==> src/core/snl_pkg.sv <==
// Package for the single-pin NRZ byte link: register map, timing and types.
package snl_pkg;
   localparam int unsigned BIT_DIVISOR = 256;
   localparam int unsigned HALF_BIT = BIT_DIVISOR / 2;
   localparam int unsigned SYNC_STAGES = 2;
   localparam logic [7:0] OFS_CTRL = 8'h00;
   localparam logic [7:0] OFS_TXDATA = 8'h04;
   localparam logic [7:0] OFS_RXDATA = 8'h08;
   localparam logic [7:0] OFS_STATUS = 8'h0c;
   localparam logic [7:0] OFS_IRQ_STAT = 8'h10;
   localparam logic [7:0] OFS_IRQ_MASK = 8'h14;
   localparam int unsigned CTRL_RX_EN = 0;
   localparam int unsigned CTRL_TX_GO = 1;
   localparam int unsigned ST_CARRY = 0;
   localparam int unsigned ST_RX_BUSY = 1;
   localparam int unsigned ST_TX_BUSY = 2;
   localparam int unsigned IRQ_RX_DONE = 0;
   localparam int unsigned IRQ_FRAME_ERR = 1;
   localparam int unsigned IRQ_TX_DONE = 2;
   localparam logic [2:0] IRQ_MASK_RESET = 3'h0;
   localparam logic [1:0] RESP_OKAY = 2'h0;
   localparam logic [1:0] RESP_SLVERR = 2'h2;

   typedef enum logic [1:0]
   {
      SNL_IDLE = 2'b00,
      SNL_START = 2'b01,
      SNL_DATA = 2'b10,
      SNL_STOP = 2'b11
   } snl_state_t;

   typedef struct packed
   {
      logic [7:0] data;
      logic carry;
      logic done;
   } snl_rx_result_t;
endpackage : snl_pkg

==> src/core/snl_link.sv <==
// Single-pin NRZ byte link with AXI4-Lite register access.
//
// Summary of operation
// - Receiver waits for a low start bit, then takes one whole character.
// - Missing stop bit is a framing error; received byte is unreliable.
// - Carry set on good stop bit, cleared on framing error; byte returned.
// - One bit lasts 256 clock cycles on both ends.
// - Transmitter uses the same NRZ framing and bit rate as receiver.
// - Send and receive never mask interrupts nor service a watchdog.
`timescale 1ns/1ps
module snl_link
   import snl_pkg::*;
#(
   parameter int unsigned DIVISOR = BIT_DIVISOR
)
(
   input wire logic CORE_CLK,
   input wire logic NRST,
   input wire logic [7:0] S_AXI_AWADDR,
   input wire logic S_AXI_AWVALID,
   output logic S_AXI_AWREADY,
   input wire logic [31:0] S_AXI_WDATA,
   input wire logic [3:0] S_AXI_WSTRB,
   input wire logic S_AXI_WVALID,
   output logic S_AXI_WREADY,
   output logic [1:0] S_AXI_BRESP,
   output logic S_AXI_BVALID,
   input wire logic S_AXI_BREADY,
   input wire logic [7:0] S_AXI_ARADDR,
   input wire logic S_AXI_ARVALID,
   output logic S_AXI_ARREADY,
   output logic [31:0] S_AXI_RDATA,
   output logic [1:0] S_AXI_RRESP,
   output logic S_AXI_RVALID,
   input wire logic S_AXI_RREADY,
   input wire logic SERIAL_LINK_PIN_IN,
   output logic SERIAL_LINK_PIN_OUT,
   output logic SERIAL_LINK_PIN_OE,
   output logic IRQ
);
   // Counter width covering one bit period.
   localparam int unsigned CW = $clog2(DIVISOR) + 1;
   localparam logic [CW-1:0] FULL_CNT = CW'(DIVISOR - 1);
   localparam logic [CW-1:0] HALF_CNT = CW'(DIVISOR / 2 - 1);

   function automatic logic is_ofs(input logic [7:0] a, input logic [7:0] o);
      return a[7:2] == o[7:2];
   endfunction : is_ofs

   logic [SYNC_STAGES-1:0] pin_sync;
   logic pin;
   logic rx_en;
   logic [7:0] tx_byte;
   logic [2:0] irq_stat;
   logic [2:0] irq_mask;
   snl_rx_result_t rx_res;
   snl_state_t rx_state;
   logic [CW-1:0] rx_cnt;
   logic [2:0] rx_bit;
   logic [7:0] rx_shift;
   snl_state_t tx_state;
   logic [CW-1:0] tx_cnt;
   logic [2:0] tx_bit;
   logic [7:0] tx_shift;
   logic aw_held;
   logic w_held;
   logic [7:0] aw_addr;
   logic [31:0] w_data;
   logic [3:0] w_strb;

   // The pin comes from outside; only the second stage is read.
   always_ff @(posedge CORE_CLK or negedge NRST)
   begin
      if (!NRST)
         pin_sync <= '1;
      else
         pin_sync <= {pin_sync[0], SERIAL_LINK_PIN_IN};
   end
   assign pin = pin_sync[SYNC_STAGES-1];

   wire do_write = aw_held && w_held && !S_AXI_BVALID;
   wire do_read = S_AXI_ARVALID && S_AXI_ARREADY;
   wire wr_ctrl = do_write && is_ofs(aw_addr, OFS_CTRL) && w_strb[0];
   wire wr_tx = do_write && is_ofs(aw_addr, OFS_TXDATA) && w_strb[0];
   wire wr_mask = do_write && is_ofs(aw_addr, OFS_IRQ_MASK) && w_strb[0];
   wire rd_irq = do_read && is_ofs(S_AXI_ARADDR, OFS_IRQ_STAT);
   wire wr_hit = is_ofs(aw_addr, OFS_CTRL) || is_ofs(aw_addr, OFS_TXDATA)
      || is_ofs(aw_addr, OFS_IRQ_MASK);
   wire rd_hit = is_ofs(S_AXI_ARADDR, OFS_CTRL) || is_ofs(S_AXI_ARADDR, OFS_TXDATA)
      || is_ofs(S_AXI_ARADDR, OFS_RXDATA) || is_ofs(S_AXI_ARADDR, OFS_STATUS)
      || is_ofs(S_AXI_ARADDR, OFS_IRQ_STAT) || is_ofs(S_AXI_ARADDR, OFS_IRQ_MASK);
   wire tx_go = wr_ctrl && w_data[CTRL_TX_GO] && tx_state == SNL_IDLE;
   wire rx_tick = rx_cnt == '0;
   wire tx_tick = tx_cnt == '0;
   wire rx_done = rx_state == SNL_STOP && rx_tick;
   wire tx_done = tx_state == SNL_STOP && tx_tick;
   wire [2:0] events = {tx_done, rx_done && !pin, rx_done};
   wire [31:0] rd_word = is_ofs(S_AXI_ARADDR, OFS_CTRL) ? {31'h0, rx_en}
      : is_ofs(S_AXI_ARADDR, OFS_TXDATA) ? {24'h0, tx_byte}
      : is_ofs(S_AXI_ARADDR, OFS_RXDATA) ? {24'h0, rx_res.data}
      : is_ofs(S_AXI_ARADDR, OFS_STATUS)
      ? {29'h0, tx_state != SNL_IDLE, rx_state != SNL_IDLE, rx_res.carry}
      : is_ofs(S_AXI_ARADDR, OFS_IRQ_STAT) ? {29'h0, irq_stat}
      : is_ofs(S_AXI_ARADDR, OFS_IRQ_MASK) ? {29'h0, irq_mask} : 32'h0;

   assign S_AXI_AWREADY = !aw_held;
   assign S_AXI_WREADY = !w_held;
   assign S_AXI_ARREADY = !S_AXI_RVALID;
   assign IRQ = |(irq_stat & irq_mask);

   always_ff @(posedge CORE_CLK or negedge NRST)
   begin
      if (!NRST)
      begin
         aw_held <= 1'b0;
         w_held <= 1'b0;
         aw_addr <= 8'h00;
         w_data <= 32'h0;
         w_strb <= 4'h0;
         S_AXI_BVALID <= 1'b0;
         S_AXI_BRESP <= RESP_OKAY;
      end
      else
      begin
         if (S_AXI_AWVALID && !aw_held)
         begin
            aw_held <= 1'b1;
            aw_addr <= S_AXI_AWADDR;
         end
         if (S_AXI_WVALID && !w_held)
         begin
            w_held <= 1'b1;
            w_data <= S_AXI_WDATA;
            w_strb <= S_AXI_WSTRB;
         end
         if (do_write)
         begin
            aw_held <= 1'b0;
            w_held <= 1'b0;
            S_AXI_BVALID <= 1'b1;
            S_AXI_BRESP <= wr_hit ? RESP_OKAY : RESP_SLVERR;
         end
         else if (S_AXI_BREADY)
            S_AXI_BVALID <= 1'b0;
      end
   end

   always_ff @(posedge CORE_CLK or negedge NRST)
   begin
      if (!NRST)
      begin
         S_AXI_RVALID <= 1'b0;
         S_AXI_RDATA <= 32'h0;
         S_AXI_RRESP <= RESP_OKAY;
      end
      else if (do_read)
      begin
         S_AXI_RVALID <= 1'b1;
         S_AXI_RRESP <= rd_hit ? RESP_OKAY : RESP_SLVERR;
         S_AXI_RDATA <= rd_word;
      end
      else if (S_AXI_RREADY)
         S_AXI_RVALID <= 1'b0;
   end

   // A new event wins over the clear-on-read in the same cycle.
   always_ff @(posedge CORE_CLK or negedge NRST)
   begin
      if (!NRST)
      begin
         rx_en <= 1'b0;
         tx_byte <= 8'h00;
         irq_mask <= IRQ_MASK_RESET;
         irq_stat <= 3'h0;
      end
      else
      begin
         if (wr_ctrl)
            rx_en <= w_data[CTRL_RX_EN];
         if (wr_tx && tx_state == SNL_IDLE)
            tx_byte <= w_data[7:0];
         if (wr_mask)
            irq_mask <= w_data[2:0];
         irq_stat <= (rd_irq ? 3'h0 : irq_stat) | events;
      end
   end

   always_ff @(posedge CORE_CLK or negedge NRST)
   begin
      if (!NRST)
      begin
         rx_state <= SNL_IDLE;
         rx_cnt <= '0;
         rx_bit <= 3'h0;
         rx_shift <= 8'h00;
      end
      else
      begin
         rx_cnt <= rx_tick ? FULL_CNT : rx_cnt - CW'(1);
         case (rx_state)
            SNL_IDLE:
            begin
               if (rx_en && !pin)
               begin
                  rx_state <= SNL_START;
                  rx_cnt <= HALF_CNT;
               end
            end
            SNL_START:
            begin
               if (rx_tick)
                  rx_state <= pin ? SNL_IDLE : SNL_DATA;
               rx_bit <= 3'h0;
            end
            SNL_DATA:
            begin
               if (rx_tick)
               begin
                  rx_shift <= {pin, rx_shift[7:1]};
                  rx_bit <= rx_bit + 3'h1;
                  if (rx_bit == 3'h7)
                     rx_state <= SNL_STOP;
               end
            end
            SNL_STOP:
               if (rx_tick)
                  rx_state <= SNL_IDLE;
            default:
               rx_state <= SNL_IDLE;
         endcase
      end
   end

   always_ff @(posedge CORE_CLK or negedge NRST)
   begin
      if (!NRST)
         rx_res <= '0;
      else if (rx_done)
      begin
         rx_res.data <= rx_shift;
         rx_res.carry <= pin;
         rx_res.done <= 1'b1;
      end
   end

   // bit timing and same framing on send
   always_ff @(posedge CORE_CLK or negedge NRST)
   begin
      if (!NRST)
      begin
         tx_state <= SNL_IDLE;
         tx_cnt <= '0;
         tx_bit <= 3'h0;
         tx_shift <= 8'h00;
      end
      else
      begin
         tx_cnt <= tx_tick ? FULL_CNT : tx_cnt - CW'(1);
         case (tx_state)
            SNL_IDLE:
            begin
               if (tx_go)
               begin
                  tx_state <= SNL_START;
                  tx_cnt <= FULL_CNT;
                  tx_shift <= tx_byte;
                  tx_bit <= 3'h0;
               end
            end
            SNL_START:
               if (tx_tick)
                  tx_state <= SNL_DATA;
            SNL_DATA:
            begin
               if (tx_tick)
               begin
                  tx_shift <= {1'b0, tx_shift[7:1]};
                  tx_bit <= tx_bit + 3'h1;
                  if (tx_bit == 3'h7)
                     tx_state <= SNL_STOP;
               end
            end
            SNL_STOP:
               if (tx_tick)
                  tx_state <= SNL_IDLE;
            default:
               tx_state <= SNL_IDLE;
         endcase
      end
   end

   // pin released outside a send, data latch stays low
   assign SERIAL_LINK_PIN_OUT = 1'b0;
   // drive low for start and zero bits; ones float high via pull-up
   assign SERIAL_LINK_PIN_OE = (tx_state == SNL_START)
      || (tx_state == SNL_DATA && !tx_shift[0]);

   // a start bit lasts at least eight cycles
   a_tx_bit_len: assert property (@(posedge CORE_CLK) disable iff (!NRST)
      (tx_state == SNL_START && $past(tx_state) == SNL_IDLE) |->
      (tx_state == SNL_START) [*8])
      else $error("Start bit ended too early.");
   // idle transmitter leaves the pin released
   a_tx_idle_pin: assert property (@(posedge CORE_CLK) disable iff (!NRST)
      (tx_state == SNL_IDLE || tx_state == SNL_STOP) |-> !SERIAL_LINK_PIN_OE)
      else $error("Pin driven outside a character.");
   // start bit drives the pin low
   a_tx_start_low: assert property (@(posedge CORE_CLK) disable iff (!NRST)
      tx_state == SNL_START |-> SERIAL_LINK_PIN_OE && !SERIAL_LINK_PIN_OUT)
      else $error("Start bit not low.");
   a_rx_carry: assert property (@(posedge CORE_CLK) disable iff (!NRST)
      rx_done |=> rx_res.carry == $past(pin))
      else $error("Carry does not follow stop bit.");
   a_rx_frame_err: assert property (@(posedge CORE_CLK) disable iff (!NRST)
      (rx_done && !pin) |=> irq_stat[IRQ_FRAME_ERR])
      else $error("Framing error not flagged.");
   // idle receiver leaves only on a low pin
   a_rx_wait_start: assert property (@(posedge CORE_CLK) disable iff (!NRST)
      (rx_state == SNL_IDLE && pin) |=> rx_state == SNL_IDLE)
      else $error("Receiver left idle without a start bit.");
   // transmit sequence leads to stop then idle
   a_tx_seq: assert property (@(posedge CORE_CLK) disable iff (!NRST)
      (tx_state == SNL_STOP && tx_tick) |=> tx_state == SNL_IDLE && irq_stat[IRQ_TX_DONE])
      else $error("Transmit did not finish properly.");
   // completion shows on the interrupt when unmasked
   a_irq_level: assert property (@(posedge CORE_CLK) disable iff (!NRST)
      (irq_stat[IRQ_RX_DONE] && irq_mask[IRQ_RX_DONE]) |-> IRQ)
      else $error("Unmasked status did not raise interrupt.");
endmodule : snl_link

==> config.mk <==
export PLATFORM = sky130hd
export DESIGN_NAME = snl_link
export DESIGN_NICKNAME = d
export VERILOG_FILES = /design/src/core/snl_pkg.sv /design/src/core/snl_link.sv
export SDC_FILE = /design/constraint.sdc
export NUM_CORES = 1
export LEC_CHECK = 0
export BUFFER_PORTS_ARGS = -buffer_cell sky130_fd_sc_hd__buf_2
export CORE_ASPECT_RATIO = 0.5
export CORE_MARGIN = 2
export CORE_UTILIZATION = 25
export CTS_CLUSTER_DIAMETER = 100
export DETAILED_ROUTE_END_ITERATION = 7
export PLACE_DENSITY = 0.42
export RECOVER_POWER = 25
export SYNTH_ARGS = -nofsm -noshare
export SYNTH_HDL_FRONTEND = slang
export SYNTH_SLANG_ARGS = --single-unit
export TNS_END_PERCENT = 1
==> constraint.sdc <==
create_clock -name CORE_CLK -period 3.1 [get_ports CORE_CLK]
set_clock_uncertainty 0.05 [all_clocks]
set_input_delay 0.31 -clock CORE_CLK [delete_from_list [all_inputs] [get_ports CORE_CLK]]
set_output_delay 0.31 -clock CORE_CLK [all_outputs]
set_load 0.05 [all_outputs]
==> flow_summary.json, run 1 <==
{
  "status": "finished with violations",
  "violations": "capacitance limit, slew limit",
  "ctsHoldBuffers": 2,
  "synth.lib_cells_used.distinct": 63,
  "grt_start_max_net_pins": 42,
  "worstRegToRegCells": 6,
  "top_cell_type_s_share_of_synthesized_area_pct": 48.8,
  "syn_to_final_growth_pct": 15.3,
  "chipHeight_um": 104,
  "routed_wire_length_per_instance_um": 13.7,
  "clock_tree.htree_level_count": 3,
  "first_global_vias": 3383,
  "worst-setup-path-type": "reg2reg",
  "finish.instance_area_um2": 5730,
  "cell_type_of_the_slowest_stage_on_the_worst_timing_path": "and3_1",
  "timing.final.setup_violations": 0,
  "globalRouteOverflowTotal": 0,
  "initial_core_util_pct": 25.5,
  "synth_area_leader_cell": "dfrtp_1",
  "rsz0062_at_grt": "no",
  "type_of_destination_of_the_critical_path": "flip-flop",
  "grt_first_pass_wirelength_um": 17800,
  "vdd.ir_drop.worst_mv": 0.237,
  "static-leakage-power_nw": 2.56,
  "dieArea_um2": 21100,
  "post-cts-setup-buffers": 0,
  "finalSetupTns_ps": 0,
  "antenna_violating_nets_post_route": 0,
  "placed_area_um2": 5430,
  "remaining_drc_errors": 0,
  "routability_congestion_estimate_from_global_placement": 0.745,
  "p_switching_mw": 1.60,
  "crit_path_start_kind": "flip-flop",
  "most_common_cell_after_layout_fill_and_taps_aside": "dfrtp_1",
  "antenna_violations_before_repair": 0,
  "portBuffers": 45,
  "maxCapViolCount": 1,
  "initialDrtViolationCount": 175,
  "fillers": 2040,
  "synth_warnings": 0,
  "global_route.usage.total_pct": 10.5,
  "clk-insertion-delay-late_ps": 350,
  "net_switching_fraction_of_the_power_pct": 37.0,
  "routed_vias_inst": 4.44,
  "number_of_failing_hold_endpoints_at_the_final_stage": 0,
  "clk_buf_depth": 2,
  "cts_resized": 0,
  "timing.final.crit_share_pct": 84.4,
  "antenna_cells": 0,
  "synthesis.area_um2": 4970,
  "clk_pin_slew_worst_paths_ps": 70,
  "core_util_final_pct": 29.4,
  "power.internal_mw": 2.72,
  "timing.critical_path.from": "rx_cnt[0]",
  "seq_area_frac_synth_pct": 49.9,
  "r2r_end": "rx_res[5]",
  "worst_path_arrival_time_ps": 2800,
  "holdCritPathClass": "in2reg",
  "postSynthCellCount": 461,
  "routed_wire_length_um": 10700,
  "post_route_cells_drive_above_1_share_pct": 25.3,
  "detailed_place_hpwl_um": 7480,
  "worstPathRequired_ps": 3280,
  "worstMarginPinSlew_ps": 2130,
  "dp_worst_setup_slack_ps": 499,
  "cp_slowest_stage_delay_ps": 520,
  "max_slew_margin_pct": -42.1,
  "regToRegSetupSlack_ps": 480,
  "power_frac_seq_pct": 44.5,
  "power_density_nw_per_um2": 754,
  "cp_cell_sequence": "inv_1 -> ha_1 -> or3b_1 -> and4bb_2 -> and3_1 -> mux2_2",
  "drt_first_pass_iters": 4,
  "pnr_worst_setup_slack_ps": 483,
  "i_o_pin_count": 104,
  "combinationalPowerShare_pct": 30.2,
  "cts-root-buf": "clkbuf_16",
  "vias": 3458,
  "slew_violations": 36,
  "max_freq_mhz": 382,
  "synth_edf_count": 0,
  "async_reset_ff_share_pct": 100,
  "count_of_state_elements_after_synthesis": 99,
  "endpoint": "rx_res[5]",
  "synth.avg_cell_area_um2": 10.8,
  "num_rows": 36,
  "cts_num_sinks": 99,
  "tritoncts": "yes",
  "synthFlopType": "dfrtp_1",
  "coreArea_um2": 19500,
  "min_period_ps": 2620,
  "layout.cells.most_common_list": "97 x dfrtp_1, 45 x mux2_2, 44 x buf_2",
  "r2r-start": "rx_cnt[0]",
  "netlist_top_cells_area": "dfrtp_1 49%, mux2_2 10%, buf_4 4.2%",
  "cts_inserted_buffers": 9,
  "num-nets-final": 579,
  "clockPowerShare_pct": 25.3,
  "crit_fanout": 11,
  "die_boundary_width_um": 203,
  "hold_ws_ps": 83.9
}
how the worst min path moves through the flow:
stage,startpoint,to,depth (start not counted)
6_report,S_AXI_RREADY,S_AXI_RVALID,2
5_1_grt,S_AXI_RREADY,S_AXI_RVALID,2
4_1_cts,S_AXI_BREADY,S_AXI_BVALID,2
3_5_place_dp,NRST,rx_cnt[2],1
3_3_place_gp,NRST,rx_cnt[2],1
2_1_floorplan,NRST,S_AXI_BRESP[1],0
synth_stat cells (3+ instances only):
cell      number
a22oi_1        6
inv_1         21
o21a_1         8
a221oi_1       3
o22ai_1       11
ha_1          11
mux2_2        45
clkbuf_1      16
nor4_1        10
a211oi_1       6
xnor2_1        6
o211ai_1       3
nand2_1       38
or2_2          3
xor2_1         3
or3_1          5
nor2b_1       12
o21ai_0       13
a21oi_1       19
nand2b_1      10
dfrtp_1       97
nor3_1        11
a22o_1         3
nand3_1        6
nor2_1        21
buf_4         28
stage by stage:
stage	instances	total power, mW
2_1_floorplan	487	2.94
3_3_place_gp	761	3.25
3_5_place_dp	761	3.27
4_1_cts	779	4.39
5_1_grt	779	4.64
6_report	779	4.32
power by group through the flow:
stage	sequential (mW)	clock [mW]	combinational [mW]
after floorplan	1.91	0	1.02
after global placement	1.95	0	1.31
after detailed placement	1.95	0	1.32
after CTS	1.93	1.13	1.33
after global routing	1.98	1.20	1.46
final	1.92	1.09	1.31
per-layer routing:
| layer | vias to the layer above | global-route usage, % | part of all wire, % |
|---|---|---|---|
| li1 | 1697 | - | - |
| met1 | 1706 | 14.3 | 50 |
| met2 | 44 | 16.4 | 46 |
| met3 | 11 | 2.67 | 2.9 |
| met4 | 0 | 3.13 | 1.1 |
| met5 | - | 0 | 0 |
flip-flops by register name, summed over array words and instances (netlist names), 2 cells and up, named ones only:
register,cells
rx_cnt,9
rx_res,9
tx_cnt,9
S_AXI_RDATA,8
rx_shift,8
tx_byte,8
tx_shift,8
w_data,8
aw_addr,6
irq_mask,3
irq_stat,3
rx_bit,3
tx_bit,3
pin_sync,2
tx_state,2
cell type report:
| cell class | count | area, µm² | share of cell area (%) |
|---|---|---|---|
| Multi-Input combinational cell | 322 | 2230 | 39.0 |
| Tap cell | 266 | 333 | 5.81 |
| Inverter | 21 | 78.8 | 1.38 |
| Clock buffer | 10 | 239 | 4.17 |
| Timing Repair Buffer | 55 | 317 | 5.53 |
| Clock inverter | 6 | 47.5 | 0.830 |
| Sequential cell | 99 | 2480 | 43.3 |
cells by family after synthesis:
family	Yosys count	share of synthesized area [%]
and+or+nand+nor	135	15.0
DFF	99	49.9
AOI/OAI and AO/OA	93	12.9
buffers and inverters	66	7.12
muxes	47	10.6
adders and majority gates	11	2.77
xor gates and xnor gates	9	1.59
other	1	0.0754
critical path: cells and delay by family, from the launching register on:
| kind | cells | cell delay (ps) |
|---|---|---|
| muxes | 1 | 390 |
| adders and majority gates | 1 | 190 |
| DFF | 1 | 440 |
| and+or+nand+nor | 3 | 1350 |
| buffers and inverters | 1 | 80 |
Power figures use the tool's default switching activity.
==> run 2: changes to the inputs <==
==> constraint.sdc (replaced) <==
create_clock -name CORE_CLK -period 2.7 [get_ports CORE_CLK]
set_clock_uncertainty 0.05 [all_clocks]
set_input_delay 0.27 -clock CORE_CLK [delete_from_list [all_inputs] [get_ports CORE_CLK]]
set_output_delay 0.27 -clock CORE_CLK [all_outputs]
set_load 0.05 [all_outputs]
==> flow_summary.json, run 2 (synthesis gave the netlist of run 1 again) <==
{
  "status": "complete, no violations",
  "antenna_cells": 0,
  "p_switching_mw": 1.84,
  "vias": 3545,
  "worst-setup-path-type": "reg2reg",
  "most_common_cell_after_layout_fill_and_taps_aside": "dfrtp_1",
  "routed_vias_inst": 4.50,
  "grt_first_pass_wirelength_um": 18400,
  "worstPathRequired_ps": 2870,
  "min_period_ps": 2380,
  "timing.final.setup_violations": 0,
  "max_slew_margin_pct": 12.6,
  "post_route_cells_drive_above_1_share_pct": 26.4,
  "remaining_drc_errors": 0,
  "grt_start_max_net_pins": 51,
  "net_switching_fraction_of_the_power_pct": 37.1,
  "power_density_nw_per_um2": 856,
  "rsz0062_at_grt": "no",
  "cts_num_sinks": 99,
  "type_of_destination_of_the_critical_path": "flip-flop",
  "coreArea_um2": 19500,
  "portBuffers": 45,
  "number_of_failing_hold_endpoints_at_the_final_stage": 0,
  "holdCritPathClass": "in2reg",
  "num-nets-final": 588,
  "max_freq_mhz": 420,
  "ctsHoldBuffers": 2,
  "cp_cell_sequence": "or4_4 -> or4_4 -> a221oi_2 -> mux2_1",
  "routability_congestion_estimate_from_global_placement": 0.719,
  "vdd.ir_drop.worst_mv": 0.279,
  "crit_path_start_kind": "flip-flop",
  "cts_resized": 0,
  "clock_tree.htree_level_count": 3,
  "dieArea_um2": 21100,
  "finalSetupTns_ps": 0,
  "cell_type_of_the_slowest_stage_on_the_worst_timing_path": "or4_4",
  "routed_wire_length_per_instance_um": 13.9,
  "combinationalPowerShare_pct": 30.4,
  "cts-root-buf": "clkbuf_16",
  "path_common_cell": "or4_4",
  "slew_violations": 0,
  "syn_to_final_growth_pct": 16.5,
  "clk-insertion-delay-late_ps": 350,
  "fillers": 2055,
  "hold_ws_ps": 49.9,
  "global_route.usage.total_pct": 10.9,
  "maxCapViolCount": 0,
  "cts_inserted_buffers": 9,
  "layout.cells.most_common_list": "97 x dfrtp_1, 45 x mux2_2, 44 x buf_2",
  "globalRouteOverflowTotal": 0,
  "power.internal_mw": 3.11,
  "reg.largest.list": "rx_cnt (9), rx_res (9), tx_cnt (9)",
  "drt_first_pass_iters": 4,
  "power_frac_seq_pct": 44.5,
  "timing.final.crit_share_pct": 88.2,
  "clk_pin_slew_worst_paths_ps": 70,
  "antenna_violating_nets_post_route": 0,
  "routed_wire_length_um": 10900,
  "post-cts-setup-buffers": 0,
  "i_o_pin_count": 104,
  "num_rows": 36,
  "initial_core_util_pct": 25.5,
  "tritoncts": "yes",
  "crit_fanout": 4,
  "antenna_violations_before_repair": 0,
  "worstMarginPinSlew_ps": 1310,
  "chipHeight_um": 104,
  "initialDrtViolationCount": 283,
  "die_boundary_width_um": 203,
  "detailed_place_hpwl_um": 7630,
  "clockPowerShare_pct": 25.1,
  "cp_slowest_stage_delay_ps": 570,
  "static-leakage-power_nw": 2.61,
  "first_global_vias": 3476,
  "worst_path_arrival_time_ps": 2560,
  "clk_buf_depth": 2
}
==> run 2: cell count changes in the layout (fill, tap and decap cells not counted), sizes merged <==
cell | previous run | this run
clkinv | 3 | 2
clkbuf | 11 | 12
inv | 23 | 24
buf | 52 | 61
clkinvlp | 1 | 0
==> run 2: final timing paths <==
path / start / end / slack (ps) / depth (start not counted)
max in group asynchronous: NRST / tx_cnt[6] / 1000 / 3
setup / recovery: aw_addr[3] / tx_state[1] / 320 / 4
min in group asynchronous: NRST / rx_cnt[1] / 690 / 2
setup reg to reg: aw_addr[3] / tx_state[1] / 320 / 4
hold reg to reg: pin_sync[0] / pin_sync[1] / 320 / 0
hold / removal: S_AXI_BREADY / S_AXI_BVALID / 50 / 2
==> run 2: final cells by class <==
type / instances / area (µm²) / area share [%]
sequential: 99 / 2480 / 42.8
multi-input combinational: 322 / 2230 / 38.6
timing repair buffer: 64 / 385 / 6.66
tap: 266 / 333 / 5.75
clock buffer: 11 / 233 / 4.02
inverter: 21 / 78.8 / 1.36
clock inverter: 5 / 46.3 / 0.799
==> run 2: per-layer routing <==
| metal | GRT usage (%) | vias up | wire length [µm] | part of all wire [%] |
|---|---|---|---|---|
| li1 | - | 1717 | - | - |
| met1 | 15.2 | 1771 | 5410 | 50 |
| met2 | 16.7 | 53 | 5160 | 47 |
| met3 | 2.64 | 4 | 269 | 2.5 |
| met4 | 3.39 | 0 | 77 | 0.71 |
| met5 | 0 | - | 0 | 0 |
==> run 2: metrics by stage <==
stage	instances	utilization (%)	power [mW]	cell area (µm²)	setup slack (ps)
after floorplan	487	-	3.37	5070	414
after global placement	770	28.2	3.75	5490	334
after detailed placement	770	28.2	3.75	5490	328
after CTS	788	29.8	5.04	5790	292
after global routing	788	29.8	5.32	5790	201
final	788	29.8	4.95	5790	318
==> run 2: worst max-delay path: cells and delay by family, from the launching register on <==
| kind | cells | cell delay [ps] |
|---|---|---|
| flops | 1 | 380 |
| compound gates | 1 | 340 |
| simple gates | 2 | 1140 |
| mux | 1 | 350 |
==> run 2: power groups by stage <==
stage                     registers (mW)  clock network, mW  logic [mW]
after floorplan                     2.20                  0        1.17
after global placement              2.24                  0        1.51
after detailed placement            2.24                  0        1.52
after CTS                           2.21               1.30        1.53
after global routing                2.28               1.36        1.69
final                               2.21               1.24        1.51
